===== src/design/reclose_pkg.sv =====
package reclose_pkg;
	// time base
	localparam int unsigned CLK_PERIOD_NS = 20;
	localparam int unsigned TICK_PERIOD_NS = 10_000_000;
	localparam int unsigned TICK_CYCLES = TICK_PERIOD_NS / CLK_PERIOD_NS;
	localparam int unsigned TICKS_PER_MINUTE = 6000;
	// timer width, enough for 1410 minutes of ticks
	localparam int unsigned TIMER_W = 24;
	// setting ranges and defaults
	localparam logic [6:0] BC_THRESHOLD_MAX = 7'h64;
	localparam logic [6:0] TRIP_RATE_MIN = 7'h02;
	localparam logic [6:0] TRIP_RATE_MAX = 7'h64;
	localparam logic [6:0] TRIP_RATE_DEFAULT = 7'h0A;
	localparam logic [10:0] WINDOW_MIN_MINUTES = 11'h001;
	localparam logic [10:0] WINDOW_MAX_MINUTES = 11'h582;
	localparam logic [10:0] WINDOW_DEFAULT_MINUTES = 11'h00A;
	localparam logic [15:0] INHIBIT_MAX_TICKS = 16'hEA60;
	localparam logic [15:0] INHIBIT_DEFAULT_TICKS = 16'h0064;
	// input blocking options
	localparam logic [1:0] BLOCK_NONE = 2'h0;
	localparam logic [1:0] BLOCK_LOCKOUT = 2'h1;
	localparam logic [1:0] BLOCK_TEMPORARY = 2'h2;
	// dead time start selection
	localparam logic DEAD_ON_PROTECTION_RESET = 1'b0;
	localparam logic DEAD_ON_BREAKER_TRIP = 1'b1;
	// signalling reset selection
	localparam logic SIGNAL_RESET_ON_RECLOSE = 1'b1;
endpackage


===== src/design/timer_if.sv =====
`timescale 1ns/1ps
`default_nettype none
interface timer_if #(parameter int unsigned W = 24);
	logic         start;
	logic         abort;
	logic [W-1:0] preset;
	logic         running;
	logic         done;
	modport owner (output start, output abort, output preset, input running, input done);
	modport timer (input start, input abort, input preset, output running, output done);
endinterface
`default_nettype wire


===== src/design/tick_timer.sv =====
`timescale 1ns/1ps
`default_nettype none
module tick_timer #(
	parameter int unsigned W = 24
) (
	// clock and resets
	input  wire logic clk_sys,
	input  wire logic arst_n,
	input  wire logic soft_reset,
	// time base
	input  wire logic tick,
	// control
	timer_if.timer    t
);
	logic [W-1:0] count_q;
	logic         running_q;
	logic         done_q;

	// counts ticks down from the preset, one done pulse at zero
	always_ff @(posedge clk_sys or negedge arst_n) begin
		if (!arst_n) begin
			count_q <= '0;
			running_q <= 1'b0;
			done_q <= 1'b0;
		end else if (soft_reset || t.abort) begin
			count_q <= '0;
			running_q <= 1'b0;
			done_q <= 1'b0;
		end else if (t.start) begin
			count_q <= t.preset;
			running_q <= (t.preset != '0);
			done_q <= (t.preset == '0);
		end else if (running_q && tick) begin
			count_q <= count_q - 1'b1;
			running_q <= (count_q != {{(W-1){1'b0}}, 1'b1});
			done_q <= (count_q == {{(W-1){1'b0}}, 1'b1});
		end else begin
			done_q <= 1'b0;
		end
	end

	assign t.running = running_q;
	assign t.done = done_q;
endmodule
`default_nettype wire


===== src/design/reclose_supervision_logic.sv =====
// Summary of operation
// - broken-conductor protection is disabled while the largest phase current is below the threshold (0 to 1.00 In, 0.01 In steps).
// - with the interlock enabled, inverse-time trips of earth and phase elements are blocked while any definite-time stage is started.
// - with breaker-fault monitoring on, an external breaker-fault input still active after its delay marks the breaker faulty and locks out reclosing.
// - with input blocking option 1, an active block input plus a trip belonging to the reclose matrix locks out reclosing.
// - every manual close command, with any input blocking option, blocks reclosing for the manual-close inhibit time.
// - with input blocking option 2, a breaker closure seen on the auxiliary contacts also starts that temporary block, but only while reclose is not in progress.
// - the dead time starts on breaker trip or on protection reset, as selected.
// - without breaker-state inputs the dead time always starts on protection reset.
// - with trip-rate supervision on, the first trip opens a window and reaching the maximum count of current trips in it gives a final trip.
// - the trip-rate maximum is held within 2 to 100, default 10.
// - the supervision window is 1 to 1410 minutes, default 10 minutes.
// - the manual-close inhibit time is 0 to 600 s in 10 ms steps, default 1 s, and blocks reclose initiation after a manual close.
// - lockout is cleared by a manual close once the inhibit time then elapses.
// - with signalling reset set, a reclose close command resets the LEDs and stored trip data; otherwise signalling is left alone.
`timescale 1ns/1ps
`default_nettype none
module reclose_supervision_logic #(
	parameter int unsigned TICK_CYCLES = reclose_pkg::TICK_CYCLES
) (
	// clock and resets
	input  wire logic        clk_sys,
	input  wire logic        arst_n,
	input  wire logic        soft_reset,
	// broken conductor
	input  wire logic [15:0] phase_a_current,
	input  wire logic [15:0] phase_b_current,
	input  wire logic [15:0] phase_c_current,
	input  wire logic [6:0]  bc_min_current,
	output logic             bc_enable_q,
	// overcurrent interlock
	input  wire logic        idmt_interlock_enable,
	input  wire logic        dmt_stage_started,
	input  wire logic [1:0]  idmt_trip_request,
	output logic [1:0]       idmt_trip_q,
	// reclose settings
	input  wire logic        breaker_fault_monitor_enable,
	input  wire logic [15:0] breaker_fault_external_delay,
	input  wire logic [1:0]  input_block_mode,
	input  wire logic        dead_time_select,
	input  wire logic        breaker_state_available,
	input  wire logic        trip_rate_enable,
	input  wire logic [6:0]  trip_rate_max,
	input  wire logic [10:0] trip_rate_window_minutes,
	input  wire logic [15:0] manual_close_inhibit_time,
	input  wire logic        signal_reset_mode,
	// plant and protection signals
	input  wire logic        breaker_fault_external_input,
	input  wire logic        reclose_block_input,
	input  wire logic        protection_trip,
	input  wire logic        trip_in_matrix,
	input  wire logic        trip_current_based,
	input  wire logic        manual_close_cmd,
	input  wire logic        reclose_close_cmd,
	input  wire logic        reclose_in_progress,
	input  wire logic        breaker_closed_aux_contact,
	input  wire logic        breaker_open_aux_contact,
	// reclose status
	output logic             breaker_faulty_q,
	output logic             lockout_q,
	output logic             reclose_blocked_q,
	output logic             dead_time_start_q,
	output logic             final_trip_q,
	output logic             signalling_reset_q
);
	localparam int unsigned W = reclose_pkg::TIMER_W;

	function automatic logic [6:0] clamp7(input logic [6:0] v, input logic [6:0] lo,
		input logic [6:0] hi);
		clamp7 = (v < lo) ? lo : ((v > hi) ? hi : v);
	endfunction

	function automatic logic [15:0] max16(input logic [15:0] a, input logic [15:0] b);
		max16 = (a > b) ? a : b;
	endfunction

	// time base
	logic [$clog2(TICK_CYCLES+1)-1:0] div_q;
	logic                             tick_q;
	always_ff @(posedge clk_sys or negedge arst_n) begin
		if (!arst_n) begin
			div_q <= '0;
			tick_q <= 1'b0;
		end else if (soft_reset) begin
			div_q <= '0;
			tick_q <= 1'b0;
		end else begin
			tick_q <= (div_q == $bits(div_q)'(TICK_CYCLES - 1));
			div_q <= (div_q == $bits(div_q)'(TICK_CYCLES - 1)) ? '0 : div_q + 1'b1;
		end
	end

	// broken conductor and interlock
	always_ff @(posedge clk_sys or negedge arst_n) begin
		if (!arst_n) begin
			bc_enable_q <= 1'b0;
			idmt_trip_q <= 2'h0;
		end else begin
			bc_enable_q <= max16(max16(phase_a_current, phase_b_current), phase_c_current)
				>= {9'h000, clamp7(bc_min_current, 7'h00, reclose_pkg::BC_THRESHOLD_MAX)};
			idmt_trip_q <= (idmt_interlock_enable && dmt_stage_started) ? 2'h0
				: idmt_trip_request;
		end
	end

	// edge history
	logic trip_prev_q;
	logic closed_prev_q;
	logic open_prev_q;
	logic edge_valid_q;
	// contact history only counts once it holds a real sample
	always_ff @(posedge clk_sys or negedge arst_n) begin
		if (!arst_n) begin
			trip_prev_q <= 1'b0;
			closed_prev_q <= 1'b0;
			open_prev_q <= 1'b0;
			edge_valid_q <= 1'b0;
		end else begin
			trip_prev_q <= protection_trip;
			closed_prev_q <= breaker_closed_aux_contact;
			open_prev_q <= breaker_open_aux_contact;
			edge_valid_q <= 1'b1;
		end
	end

	logic trip_rise;
	logic trip_fall;
	logic aux_closure;
	logic aux_opening;
	assign trip_rise = protection_trip && !trip_prev_q;
	assign trip_fall = !protection_trip && trip_prev_q;
	assign aux_closure = edge_valid_q && ((breaker_closed_aux_contact && !closed_prev_q)
		|| (!breaker_open_aux_contact && open_prev_q));
	assign aux_opening = edge_valid_q && ((!breaker_closed_aux_contact && closed_prev_q)
		|| (breaker_open_aux_contact && !open_prev_q));

	// timers
	timer_if #(.W(W)) bf_t ();
	timer_if #(.W(W)) inh_t ();
	timer_if #(.W(W)) win_t ();

	tick_timer #(.W(W)) u_bf_timer (.clk_sys(clk_sys), .arst_n(arst_n),
		.soft_reset(soft_reset), .tick(tick_q), .t(bf_t.timer));
	tick_timer #(.W(W)) u_inh_timer (.clk_sys(clk_sys), .arst_n(arst_n),
		.soft_reset(soft_reset), .tick(tick_q), .t(inh_t.timer));
	tick_timer #(.W(W)) u_win_timer (.clk_sys(clk_sys), .arst_n(arst_n),
		.soft_reset(soft_reset), .tick(tick_q), .t(win_t.timer));

	// breaker fault delay runs while the external input is held
	logic bf_in_prev_q;
	always_ff @(posedge clk_sys or negedge arst_n) begin
		if (!arst_n) begin
			bf_in_prev_q <= 1'b0;
		end else begin
			bf_in_prev_q <= breaker_fault_monitor_enable && breaker_fault_external_input;
		end
	end
	assign bf_t.start = breaker_fault_monitor_enable && breaker_fault_external_input
		&& !bf_in_prev_q;
	assign bf_t.abort = !breaker_fault_external_input || !breaker_fault_monitor_enable;
	assign bf_t.preset = {{(W-16){1'b0}}, breaker_fault_external_delay};

	// manual close inhibit
	logic inh_start;
	assign inh_start = manual_close_cmd
		|| (input_block_mode == reclose_pkg::BLOCK_TEMPORARY
		&& aux_closure && !reclose_in_progress);
	assign inh_t.start = inh_start;
	assign inh_t.abort = 1'b0;
	assign inh_t.preset = {{(W-16){1'b0}}, (manual_close_inhibit_time > reclose_pkg::INHIBIT_MAX_TICKS)
		? reclose_pkg::INHIBIT_MAX_TICKS : manual_close_inhibit_time};

	// trip rate window
	logic [10:0] win_minutes;
	logic [6:0]  rate_max;
	logic        window_open_q;
	logic [6:0]  trip_count_q;
	logic        counted_trip;
	assign win_minutes = (trip_rate_window_minutes < reclose_pkg::WINDOW_MIN_MINUTES)
		? reclose_pkg::WINDOW_MIN_MINUTES
		: ((trip_rate_window_minutes > reclose_pkg::WINDOW_MAX_MINUTES)
		? reclose_pkg::WINDOW_MAX_MINUTES : trip_rate_window_minutes);
	assign rate_max = clamp7(trip_rate_max, reclose_pkg::TRIP_RATE_MIN,
		reclose_pkg::TRIP_RATE_MAX);
	assign counted_trip = trip_rate_enable && trip_rise && trip_current_based;
	assign win_t.start = trip_rate_enable && trip_rise && !window_open_q;
	assign win_t.abort = !trip_rate_enable;
	assign win_t.preset = W'({13'h0000, win_minutes} * 24'(reclose_pkg::TICKS_PER_MINUTE));

	always_ff @(posedge clk_sys or negedge arst_n) begin
		if (!arst_n) begin
			window_open_q <= 1'b0;
			trip_count_q <= 7'h00;
			final_trip_q <= 1'b0;
		end else if (soft_reset || !trip_rate_enable) begin
			window_open_q <= 1'b0;
			trip_count_q <= 7'h00;
			final_trip_q <= 1'b0;
		end else begin
			final_trip_q <= 1'b0;
			if (win_t.start) begin
				window_open_q <= 1'b1;
			end else if (win_t.done) begin
				window_open_q <= 1'b0;
			end
			if (counted_trip && (trip_count_q + 1'b1 >= rate_max)) begin
				final_trip_q <= 1'b1;
				trip_count_q <= 7'h00;
			end else if (counted_trip) begin
				trip_count_q <= trip_count_q + 1'b1;
			end else if (win_t.done) begin
				trip_count_q <= 7'h00;
			end
		end
	end

	// lockout, faulty breaker and temporary block
	logic close_pending_q;
	logic lock_set;
	assign lock_set = (breaker_fault_monitor_enable && bf_t.done
		&& breaker_fault_external_input)
		|| (input_block_mode == reclose_pkg::BLOCK_LOCKOUT && reclose_block_input
		&& trip_rise && trip_in_matrix)
		|| (counted_trip && (trip_count_q + 1'b1 >= rate_max));

	always_ff @(posedge clk_sys or negedge arst_n) begin
		if (!arst_n) begin
			lockout_q <= 1'b0;
			breaker_faulty_q <= 1'b0;
			close_pending_q <= 1'b0;
			reclose_blocked_q <= 1'b0;
		end else if (soft_reset) begin
			lockout_q <= 1'b0;
			breaker_faulty_q <= 1'b0;
			close_pending_q <= 1'b0;
			reclose_blocked_q <= 1'b0;
		end else begin
			reclose_blocked_q <= inh_t.running || inh_start;
			if (manual_close_cmd) begin
				close_pending_q <= 1'b1;
			end else if (inh_t.done) begin
				close_pending_q <= 1'b0;
			end
			if (lock_set) begin
				lockout_q <= 1'b1;
			end else if (close_pending_q && inh_t.done && !manual_close_cmd) begin
				lockout_q <= 1'b0;
			end
			if (breaker_fault_monitor_enable && bf_t.done && breaker_fault_external_input) begin
				breaker_faulty_q <= 1'b1;
			end else if (!breaker_fault_external_input) begin
				breaker_faulty_q <= 1'b0;
			end
		end
	end

	// dead time start and signalling reset
	always_ff @(posedge clk_sys or negedge arst_n) begin
		if (!arst_n) begin
			dead_time_start_q <= 1'b0;
			signalling_reset_q <= 1'b0;
		end else begin
			if (dead_time_select == reclose_pkg::DEAD_ON_BREAKER_TRIP && breaker_state_available) begin
				dead_time_start_q <= aux_opening;
			end else begin
				dead_time_start_q <= trip_fall;
			end
			signalling_reset_q <= reclose_close_cmd
				&& (signal_reset_mode == reclose_pkg::SIGNAL_RESET_ON_RECLOSE);
		end
	end

	// checks
	property p_interlock;
		@(posedge clk_sys) disable iff (!arst_n)
		idmt_interlock_enable && dmt_stage_started |=> idmt_trip_q == 2'h0;
	endproperty
	a_interlock: assert property (p_interlock) else $error("idmt trip passed interlock");

	property p_bc_low;
		@(posedge clk_sys) disable iff (!arst_n)
		phase_a_current < {9'h000, bc_min_current}
		&& phase_b_current < {9'h000, bc_min_current}
		&& phase_c_current < {9'h000, bc_min_current}
		&& bc_min_current <= reclose_pkg::BC_THRESHOLD_MAX |=> !bc_enable_q;
	endproperty
	a_bc_low: assert property (p_bc_low) else $error("broken conductor not disabled");

	property p_bf_lock;
		@(posedge clk_sys) disable iff (!arst_n || soft_reset)
		breaker_fault_monitor_enable && bf_t.done && breaker_fault_external_input
		|=> lockout_q && breaker_faulty_q;
	endproperty
	a_bf_lock: assert property (p_bf_lock) else $error("breaker fault did not lock out");

	property p_block_lock;
		@(posedge clk_sys) disable iff (!arst_n || soft_reset)
		input_block_mode == reclose_pkg::BLOCK_LOCKOUT && reclose_block_input
		&& $rose(protection_trip) && trip_in_matrix |=> lockout_q;
	endproperty
	a_block_lock: assert property (p_block_lock) else $error("block input did not lock out");

	property p_temp_block;
		@(posedge clk_sys) disable iff (!arst_n || soft_reset)
		manual_close_cmd && manual_close_inhibit_time != 16'h0000 |=> reclose_blocked_q [*2];
	endproperty
	a_temp_block: assert property (p_temp_block) else $error("no block after close");

	property p_aux_block;
		@(posedge clk_sys) disable iff (!arst_n || soft_reset)
		input_block_mode == reclose_pkg::BLOCK_TEMPORARY && $rose(breaker_closed_aux_contact)
		&& !reclose_in_progress |=> reclose_blocked_q;
	endproperty
	a_aux_block: assert property (p_aux_block) else $error("no block on aux closure");

	property p_dead_reset;
		@(posedge clk_sys) disable iff (!arst_n)
		!breaker_state_available && $fell(protection_trip) |=> dead_time_start_q;
	endproperty
	a_dead_reset: assert property (p_dead_reset) else $error("dead time not started");

	property p_final;
		@(posedge clk_sys) disable iff (!arst_n || soft_reset)
		final_trip_q |-> lockout_q && $past(trip_current_based);
	endproperty
	a_final: assert property (p_final) else $error("final trip without lockout");

	property p_sig;
		@(posedge clk_sys) disable iff (!arst_n)
		reclose_close_cmd |=> signalling_reset_q == $past(signal_reset_mode);
	endproperty
	a_sig: assert property (p_sig) else $error("signalling reset mismatch");

	c_final: cover property (@(posedge clk_sys) disable iff (!arst_n) final_trip_q);
	c_unlock: cover property (@(posedge clk_sys) disable iff (!arst_n) $fell(lockout_q));
	c_faulty: cover property (@(posedge clk_sys) disable iff (!arst_n) $rose(breaker_faulty_q));
endmodule
`default_nettype wire


===== config.mk =====
export PLATFORM = sky130hd
export DESIGN_NAME = reclose_supervision_logic
export DESIGN_NICKNAME = d
export VERILOG_FILES = /design/src/design/reclose_pkg.sv /design/src/design/timer_if.sv /design/src/design/tick_timer.sv /design/src/design/reclose_supervision_logic.sv
export SDC_FILE = /design/constraint.sdc
export NUM_CORES = 1
export LEC_CHECK = 0
export BUFFER_PORTS_ARGS = -buffer_cell sky130_fd_sc_hd__buf_2
export CAP_MARGIN = 10
export CORE_ASPECT_RATIO = 2
export CORE_MARGIN = 10
export CORE_UTILIZATION = 42
export CTS_BUF_LIST = sky130_fd_sc_hd__clkbuf_16
export CTS_CLUSTER_DIAMETER = 80
export CTS_CLUSTER_SIZE = 25
export DETAILED_ROUTE_END_ITERATION = 12
export HOLD_SLACK_MARGIN = 0.03
export PLACE_DENSITY = 0.68
export SETUP_SLACK_MARGIN = 0.05
export SLEW_MARGIN = 20
export SYNTH_ARGS = -nofsm -noshare
export SYNTH_HDL_FRONTEND = slang
export SYNTH_SLANG_ARGS = --single-unit

===== constraint.sdc =====
create_clock -name clk_sys -period 7.2 [get_ports clk_sys]
set_input_delay 1.08 -clock clk_sys [delete_from_list [all_inputs] [get_ports clk_sys]]
set_output_delay 1.08 -clock clk_sys [all_outputs]
set_load 0.01 [all_outputs]

# Word-level counts from Yosys, hierarchy flattened
# Cells that the tools add are included.
[op_classes]
muxes = 60
add_sub_neg = 5
n_eq_ne = 10
mul = 1
reduce_logical = 64
n_lt_le_gt_ge = 11
[ops]
columns = ["operator", "count"]
rows = [
  ["two-way mux 24 bit", 9],
  ["== test 24 x 1 -> 1 bit (second input constant)", 3],
  ["logical NOT 24 bit", 3],
  ["!= test 24 x 1 -> 1 bit (second input constant)", 3],
  ["nonzero test 24 bit", 3],
  ["subtractor 24 x 1 -> 24 bit (second input constant)", 3],
  ["two-way mux 7 bit", 8],
  ["two-way mux 16 bit", 3],
  ["two-way mux 19 bit", 2],
  ["two-way mux 1 bit", 35],
  ["> comparator 16 bit", 2],
  ["logical AND 1 bit", 29],
  ["two-way mux 11 bit", 2],
  ["multiplier 11 x 9 -> 20 bit (second input constant)", 1],
  ["adder 19 x 1 -> 19 bit (second input constant)", 1],
  ["== test 19 bit (second input constant)", 1],
  ["nonzero test 3 bit", 6],
  ["greater-or-equal comparator 16 x 7 -> 1 bit", 1],
  ["> comparator 16 bit (second input constant)", 1],
  ["> comparator 7 bit (second input constant)", 2],
  ["logical NOT 1 bit", 13],
  ["> comparator 11 bit (second input constant)", 1],
  ["less-than comparator 11 x 1 -> 1 bit (second input constant)", 1],
  ["logical OR 1 bit", 9],
  ["other kinds (9)", 9],
]
[word_totals]
regBits = 121
word_cells = 178
in_bits = 129
out_inout_bits = 9

# Depth between registers and ports, before layout
# Gate-level depths: netlist of the first run.
[depth]
ltp_word = 9
mapped_depth = 29
mapped_depth_nobuf = 28

# Hierarchy
# A second synthesis of the first run with hierarchy kept.
[hier_totals]
hier_cells = 1215
hier_area_um2 = 10767.8
[modules_own_cells]
columns = ["mod", "seq_area_each_um2", "area_each_um2", "instances", "cells_each"]
rows = [
  ["reclose_supervision_logic", 1076.0, 5952.0, 1, 693],
  ["tick_timer", 650.6, 1605.3, 3, 174],
]

# Worst setup path after synthesis of the first run
# OpenSTA, ideal clock, no wires.
[synth_timing]
path_type = "input-to-reg"
from = "input trip_rate_window_minutes[7]"
to = "register u_win_timer.running_q (netlist: u_win_timer.t.running)"
cell_stages = 17
required_ns = 7.077
n_path_buf = 0
setup_ns = 0.123
slack_ns = 0.842
arrival_time_ns = 6.235
cell_sequence = "or4_1 o41ai_1 ha_1 ha_1 fa_1 inv_1 fa_1 inv_1 ha_1 and2_1 a221o_1 or3_1 a221oi_1 nand4_1 nor4_4 a41oi_1 o221a_1"
[synth_via]
elab_chain_cells = 7
word_cells_on_any_way = 8
classes_between = "1 x mul; 2 x order compare; 4 x mux; 1 x reduce/logical"
[synth_lines]
columns = ["item", "line", "source"]
rows = [
  ["from (decl)", "reclose_supervision_logic.sv:44", "input wire logic [10:0] trip_rate_window_minutes,"],
  ["> comparator 11 bit", "reclose_supervision_logic.sv:181", ": ((trip_rate_window_minutes > reclose_pkg::WINDOW_MAX_MINUTES)"],
  ["two-way mux 11 bit", "reclose_supervision_logic.sv:182", "? reclose_pkg::WINDOW_MAX_MINUTES : trip_rate_window_minutes);"],
  ["two-way mux 11 bit (*)", "reclose_supervision_logic.sv:180", "? reclose_pkg::WINDOW_MIN_MINUTES"],
  ["multiplier 11 x 9 -> 20 bit (*)", "reclose_supervision_logic.sv:188", "assign win_t.preset = W'({13'h0000, win_minutes} * 24'(reclose_pkg::TICKS_PER_MINUTE));"],
  ["nonzero test 24 bit (*)", "tick_timer.sv:31", "running_q <= (t.preset != '0);"],
  ["two-way mux 1 bit (*)", "tick_timer.sv:29", "end else if (t.start) begin"],
  ["two-way mux 1 bit (*)", "tick_timer.sv:25", "end else if (soft_reset || t.abort) begin"],
  ["to (signal assigned)", "tick_timer.sv:31", ""],
  ["to (signal assigned)", "tick_timer.sv:35", "running_q <= (count_q != {{(W-1){1'b0}}, 1'b1});"],
  ["to (decl)", "tick_timer.sv:16", "logic running_q;"],
]
# Mark *: on every way between the ends. The rest lies on a longest branch, timed or not.
# A chain may end at the register's enable or synchronous reset.

# Worst setup path in the final report of the first run
[layout_timing]
from = "input trip_rate_window_minutes[2]"
to = "register u_win_timer.running_q (netlist: u_win_timer.t.running)"
# Same word-level chain as after synthesis.

==> results of run 1 <==
[report_power, final]
group | switching (W) | total (W) | internal, W
Clock | 0.000311 | 0.000847 | 0.000537
Sequential | 0.0000225 | 0.000724 | 0.000702
Combinational | 0.000795 | 0.00136 | 0.000563
Total | 0.00113 | 0.00293 | 0.00180
[per-stage QoR]
step	cells	instance area [um^2]	hold slack [ns]	util	power, W
after global routing	1710	12200	0.523	0.489	0.00318
final	1710	12200	0.512	0.489	0.00293
after global placement	1679	11700	0.481	0.466	0.00206
after CTS	1710	12200	0.510	0.489	0.00296
after floorplan	1230	10700	0.453	-	0.00176
after detailed placement	1679	11700	0.490	0.466	0.00209
[layer usage]
metal | vias up | GRT usage | routed length [um]
met1 | 4491 | 0.151 | 9530
met4 | 0 | 0.0858 | 984
met2 | 196 | 0.361 | 16600
li1 | 4567 | - | -
met5 | - | 0 | 0
met3 | 56 | 0.0301 | 912
[registers in the layout (all words and copies together), names as in the netlist, 2 cells and up]
| signal | cells |
|---|---|
| u_bf_timer.count_q | 24 |
| trip_count_q | 7 |
| idmt_trip_q | 2 |
| u_win_timer.count_q | 24 |
| u_inh_timer.count_q | 24 |
| div_q | 19 |
[layout make-up]
type / count / area (um^2)
fill: 2498 / 12800
multi-input combinational: 929 / 6920
sequential: 121 / 3030
timing repair buffer: 142 / 726
inverter: 151 / 567
clock buffer: 17 / 425
tap: 336 / 420
clock inverter: 14 / 156
[placed cells by master, fill, tap and decap left out, drive strengths merged, types with 6 or more instances in the layout]
cell type  count
a211oi        29
a21o          24
a21oi         64
a22oi          7
a31oi          7
and2          14
and3          13
buf          142
clkbuf        17
clkinv         8
dfrtp        121
fa            41
ha           109
inv          151
mux2          12
nand2        100
nand2b        11
nand3         30
nand3b         9
nand4         13
nor2         118
nor2b          7
nor3          35
nor4          34
o211ai         6
o21a           9
o21ai         58
o311ai         6
o41ai          8
or3           23
or4            6
xnor2         41
xor2          33
[how the worst min path moves through the flow]
stage	startpoint	endpoint	slack, ns	cells after the start
floorplan	div_q[0]	div_q[0]	0.45	1
global placement	div_q[0]	div_q[0]	0.48	1
detailed placement	div_q[0]	div_q[0]	0.49	1
CTS	div_q[0]	div_q[0]	0.51	1
global route	div_q[0]	div_q[0]	0.52	1
finish	div_q[0]	div_q[0]	0.51	1
[kinds of logic (layout without fill, tap and decap cells)]
| group | Yosys count | after routing |
|---|---|---|
| simple gates | 429 | 429 |
| compound gates | 259 | 259 |
| buf+inv | 180 | 324 |
| fa+ha+maj | 150 | 150 |
| flops | 121 | 121 |
| xor+xnor | 74 | 74 |
| mux | 16 | 16 |
| other cells | 1 | 1 |
==> flow_metrics.py, run 1 <==
metrics = {
    "synthesis": {
        "synth_top_family_by_area": "simple AND/OR/NAND/NOR gates",
        "synthesis.area_um2": 10700,
        "yosysTopAreaCellShare": 0.284,
        "muxShareOfSynthArea": 0.0164,
        "yosys.area.top_type": "dfrtp_1",
        "synthAdderAreaFrac": 0.205,
        "synth_fp_nets": 1509,
        "syn_inst": 1230,
        "synth.most_common_cell": "inv_1",
        "synthArstFlopShare": 1.00,
        "synth_compound_area_frac": 0.159,
        "synth_area_per_cell_um2": 8.66,
        "synth-main-ff-cell": "dfrtp_1",
        "synth-seq-area-share": 0.284,
        "synth_xor_area_frac": 0.0608,
        "yosys.area_share.simple": 0.207,
        "synth_common_cells": "inv_1 (150), dfrtp_1 (121), nor2_1 (118)",
        "synth-seq-cells": 121,
        "ys_warn_count": 0,
        "yosysUniqueCellTypes": 79,
        "synth_edf_count": 0,
        "synth_area_leaders": "dfrtp_1 (28%), ha_1 (13%), fa_1 (7.7%), inv_1 (5.3%), nor2_1 (4.2%)",
    },
    "critical_path": {
        "startpoint": "trip_rate_window_minutes[2]",
        "worstSetupStartpointType": "primary input",
        "worst-path-stages": 21,
        "max_stage_delay_ns": 0.54,
        "r2r_end": "u_inh_timer.t.running",
        "arrival_ns": 6.83,
        "cp.required_ns": 7.50,
        "cp_top_family": "adder cells",
        "crit_end": "u_win_timer.t.running",
        "worst-path-buf-inv": 4,
        "r2r_start": "open_prev_q",
        "rrSetupSlack_ns": 4.46,
        "path_class": "in -> reg",
        "end_kind": "flip-flop",
        "cp_common_cell": "fa_1",
        "cp_max_fo": 7,
        "r2r_cells": 7,
        "crit_slowest_cell": "fa_1",
        "cp_cell_sequence": "buf_2 > nor3_1 > a31oi_1 > o21ai_0 > nand2_1 > inv_1 > fa_1 > inv_1 > fa_1 > fa_1 > fa_1 > inv_1 > ha_1 > and2_1 > a221o_1 > o211a_1 > or3_1 > a21o_1 > nor4_4 > a41oi_1 > o221a_1",
    },
    "clocking": {
        "cts_hold_buf": 0,
        "path_clk_slew_ns": 0.05,
        "h-tree-depth": 4,
        "cts_made_buffers": 17,
        "tritoncts": "built",
        "post-cts-setup-buffers": 0,
        "clock_sinks": 121,
        "insertion_delay_ns": 0.42,
        "ctsResizeCount": 0,
        "cts-root-buf": "clkbuf_16",
        "clockBufferDepth": 2,
    },
    "timing": {
        "finalMaxSlewViolations": 0,
        "fin_setup_tns_ns": 0,
        "rsz0062_at_grt": "false",
        "maxSlewHeadroom": 0.263,
        "period_minus_slack_ns": 6.53,
        "period_share": 0.908,
        "setup_viol": 0,
        "finClkSkew_ns": 0.00813,
        "worst_slew_pin_slew_ns": 1.10,
        "fmax_mhz": 153,
        "timing_hold_violations_final": 0,
        "worst_slack_ns": 0.666,
    },
    "placement": {
        "portBuffers": 137,
        "dp_slack_ns": 0.209,
        "dp.final_hpwl_um": 23000,
        "routabilityCongestion": 0.880,
    },
    "detailed_routing": {
        "avgViaCountPerCell": 5.44,
        "drcViolationCount": 0,
        "antenna_left": 0,
        "drt_iter0_markers": 305,
        "first_pass_iters": 5,
        "vias": 9310,
        "wirelength_um": 28000,
        "routedWlPerCell_um": 16.4,
    },
    "global_route": {
        "grt_use_total": 0.174,
        "grt_max_degree": 77,
        "antenna_found_initial": 0,
        "grt_pass1_vias": 9989,
        "grt_pass1_wl_um": 46600,
        "gr-total-overflow": 0,
    },
    "floorplan": {
        "start_util": 0.425,
        "die_y_um": 245,
        "die_w_um": 133,
        "core_um2": 25000,
        "rows": 82,
        "ios": 138,
        "die-area_um2": 32500,
    },
    "layout": {
        "final_nets": 1641,
        "drive_gt1_frac": 0.152,
        "syn_to_final_growth_pct": 14.9,
        "n_antenna_cell": 0,
    },
    "job": {
        "cap_violations": 0,
    },
    "power": {
        "peakVddDrop_mv": 0.170,
        "power_leakage_nw": 6.01,
        "power_density_nw_per_um2": 239,
    },
    "outcome": {
        "status": "complete, no violations",
    },
    "hold_path": {
        "min_path_type": "reg -> reg",
    },
}
No activity file was read; power rests on OpenSTA's default activity.
==> run 2, diff against run 1 <==
SYNTH_HIERARCHICAL = 1   (was unset)
==> flow_metrics.py, run 2 <==
metrics = {
    "outcome": {
        "status": "complete, no violations",
    },
    "synthesis": {
        "synth_area_leaders": "dfrtp_1 (28%), ha_1 (13%), fa_1 (8.0%), xnor2_1 (5.5%), a21oi_1 (4.5%)",
        "syn_inst": 1215,
        "yosys.area_share.simple": 0.218,
        "synth_common_cells": "inv_1 (129), dfrtp_1 (121), ha_1 (108)",
        "synthesis.area_um2": 10800,
        "ys_warn_count": 6,
        "synth_top_family_by_area": "simple AND/OR/NAND/NOR gates",
        "synth_xor_area_frac": 0.0773,
        "synth_edf_count": 0,
        "synth-main-ff-cell": "dfrtp_1",
        "synth-seq-area-share": 0.281,
        "yosys.area.top_type": "dfrtp_1",
        "yosysUniqueCellTypes": 64,
        "synth.most_common_cell": "inv_1",
        "synth_area_per_cell_um2": 8.86,
        "synth-seq-cells": 121,
        "synthAdderAreaFrac": 0.205,
        "synth_compound_area_frac": 0.140,
        "synthArstFlopShare": 1.00,
        "muxShareOfSynthArea": 0.0181,
        "yosysTopAreaCellShare": 0.281,
    },
    "power": {
        "pwr-share-clk": 0.296,
        "pwr-share-comb": 0.455,
        "internal_power_w": 0.00183,
        "swShare": 0.366,
        "peakVddDrop_mv": 0.122,
        "power_density_nw_per_um2": 229,
        "seq_power_share": 0.249,
        "power_leakage_nw": 5.95,
        "power_switching_w": 0.00106,
    },
    "floorplan": {
        "die_w_um": 133,
        "ios": 138,
        "die_y_um": 246,
        "core_um2": 25100,
        "start_util": 0.428,
        "rows": 82,
        "die-area_um2": 32800,
    },
    "timing": {
        "worst_slew_pin_slew_ns": 1.01,
        "finClkSkew_ns": 0.00902,
        "fin_setup_tns_ns": 0,
        "finalMaxSlewViolations": 0,
        "rsz0062_at_grt": "false",
        "maxSlewHeadroom": 0.323,
        "period_minus_slack_ns": 6.60,
        "timing_hold_violations_final": 0,
        "worst_slack_ns": 0.600,
        "fmax_mhz": 152,
        "setup_viol": 0,
        "period_share": 0.917,
    },
    "detailed_routing": {
        "drcViolationCount": 0,
        "route.met3.wl_um": 674,
        "wl_met2_um": 16200,
        "top_layer": "met4",
        "vias": 9153,
        "avgViaCountPerCell": 5.27,
        "drt_iter0_markers": 261,
        "routedWlPerCell_um": 15.5,
        "drt-met1-wl_um": 9330,
        "antenna_left": 0,
        "wirelength_um": 27000,
        "first_pass_iters": 4,
    },
    "critical_path": {
        "worst-path-buf-inv": 3,
        "r2r_cells": 5,
        "path_class": "in -> reg",
        "crit_slowest_cell": "fa_1",
        "arrival_ns": 6.90,
        "worst-path-stages": 25,
        "cp_top_family": "adder cells",
        "worstSetupStartpointType": "primary input",
        "cp.required_ns": 7.50,
        "max_stage_delay_ns": 0.54,
        "cp_max_fo": 8,
        "end_kind": "flip-flop",
        "cp_common_cell": "fa_1",
    },
    "hold_path": {
        "hold_depth": 1,
        "min_path_type": "reg -> reg",
    },
    "layout": {
        "syn_to_final_growth_pct": 17.1,
        "drive_gt1_frac": 0.177,
        "n_antenna_cell": 0,
        "final_common_cell": "buf_2",
        "most-common-layout-cells": "buf_2 (136), inv_1 (130), dfrtp_1 (121)",
        "top_regs": "u_bf_timer/count_q: 24 flops, u_inh_timer/count_q: 24 flops, u_win_timer/count_q: 24 flops",
        "final_cells": 1738,
        "final_nets": 1670,
    },
    "clocking": {
        "cts-root-buf": "clkbuf_16",
        "h-tree-depth": 4,
        "cts_made_buffers": 17,
        "tritoncts": "built",
        "insertion_delay_ns": 0.41,
        "path_clk_slew_ns": 0.06,
        "clockBufferDepth": 2,
        "cts_hold_buf": 0,
        "clock_sinks": 121,
    },
    "placement": {
        "routabilityCongestion": 0.872,
        "dp.cells": 1707,
        "portBuffers": 137,
        "dp.final_hpwl_um": 22300,
        "dp_slack_ns": 0.131,
    },
    "job": {
        "cap_violations": 0,
    },
    "global_route": {
        "grt_pass1_wl_um": 45500,
        "grt_max_degree": 65,
        "grt_use_total": 0.166,
        "gr-total-overflow": 0,
        "antenna_found_initial": 0,
        "grt_pass1_vias": 9847,
    },
}
run 2: changes by cell type after synthesis, moves of 21 or more:
cell,change
a211oi_1,-23
nor2_1,-25
xnor2_1,+27
inv_1,-21
a21oi_1,+33
o21ai_0,+30
run 2: path summary, 6_finish.rpt:
check / end / slack, ns / start
worst min-delay path: div_q[0] / 0.48 / div_q[0]
worst min register to register: div_q[0] / 0.48 / div_q[0]
worst max-delay path: u_win_timer/t.running / 0.60 / trip_rate_window_minutes[5]
worst max register to register: u_inh_timer/count_q[3] / 4.73 / closed_prev_q
max in group asynchronous: u_bf_timer/t.done / 5.19 / arst_n
min in group asynchronous: u_bf_timer/count_q[15] / 0.77 / arst_n
run 2: what timing repair did:
item | in CTS | in global routing
resized for setup | 0 | 1
setup endpoints to repair | 0 | 1
setup buffers | 0 | 0
run 2: power by group through the flow:
stage          clock network, W  logic (W)  registers, W
3_5_place_dp                  0    0.00132      0.000729
3_3_place_gp                  0    0.00129      0.000728
2_1_floorplan                 0   0.000970      0.000727
5_1_grt                0.000899    0.00153      0.000720
4_1_cts                0.000873    0.00133      0.000717
6_report               0.000855    0.00131      0.000718
run 2: area by class of cell:
type | instances | area (um^2)
clock buffer | 17 | 425
multi-input combinational | 965 | 7260
sequential | 121 | 3030
clock inverter | 14 | 163
fill | 2401 | 12500
timing repair buffer | 156 | 831
inverter | 129 | 484
tap | 336 | 420
run 2: metal layers:
| metal | vias to the layer above | track usage |
|---|---|---|
| li1 | 4557 | - |
| met1 | 4409 | 0.147 |
| met2 | 148 | 0.354 |
| met3 | 39 | 0.0218 |
| met4 | 0 | 0.0666 |
| met5 | - | 0 |
run 2: kinds of logic after synthesis:
family                   after synthesis
flip-flops                           121
AND/OR/NAND/NOR                      404
other                                  2
buffers and inverters                168
AO/OA/AOI/OAI                        256
XOR/XNOR                              95
multiplexers                          18
adder cells (fa/ha/maj)              151
run 2: per-stage QoR:
stage / hold WS, ns / instance area (um^2) / utilization / power (W)
global placement: 0.468 / 12000 / 0.478 / 0.00202
global route: 0.501 / 12600 / 0.502 / 0.00314
floorplan: 0.453 / 10900 / - / 0.00170
CTS: 0.482 / 12600 / 0.502 / 0.00292
detailed placement: 0.472 / 12000 / 0.478 / 0.00205
finish: 0.479 / 12600 / 0.502 / 0.00289
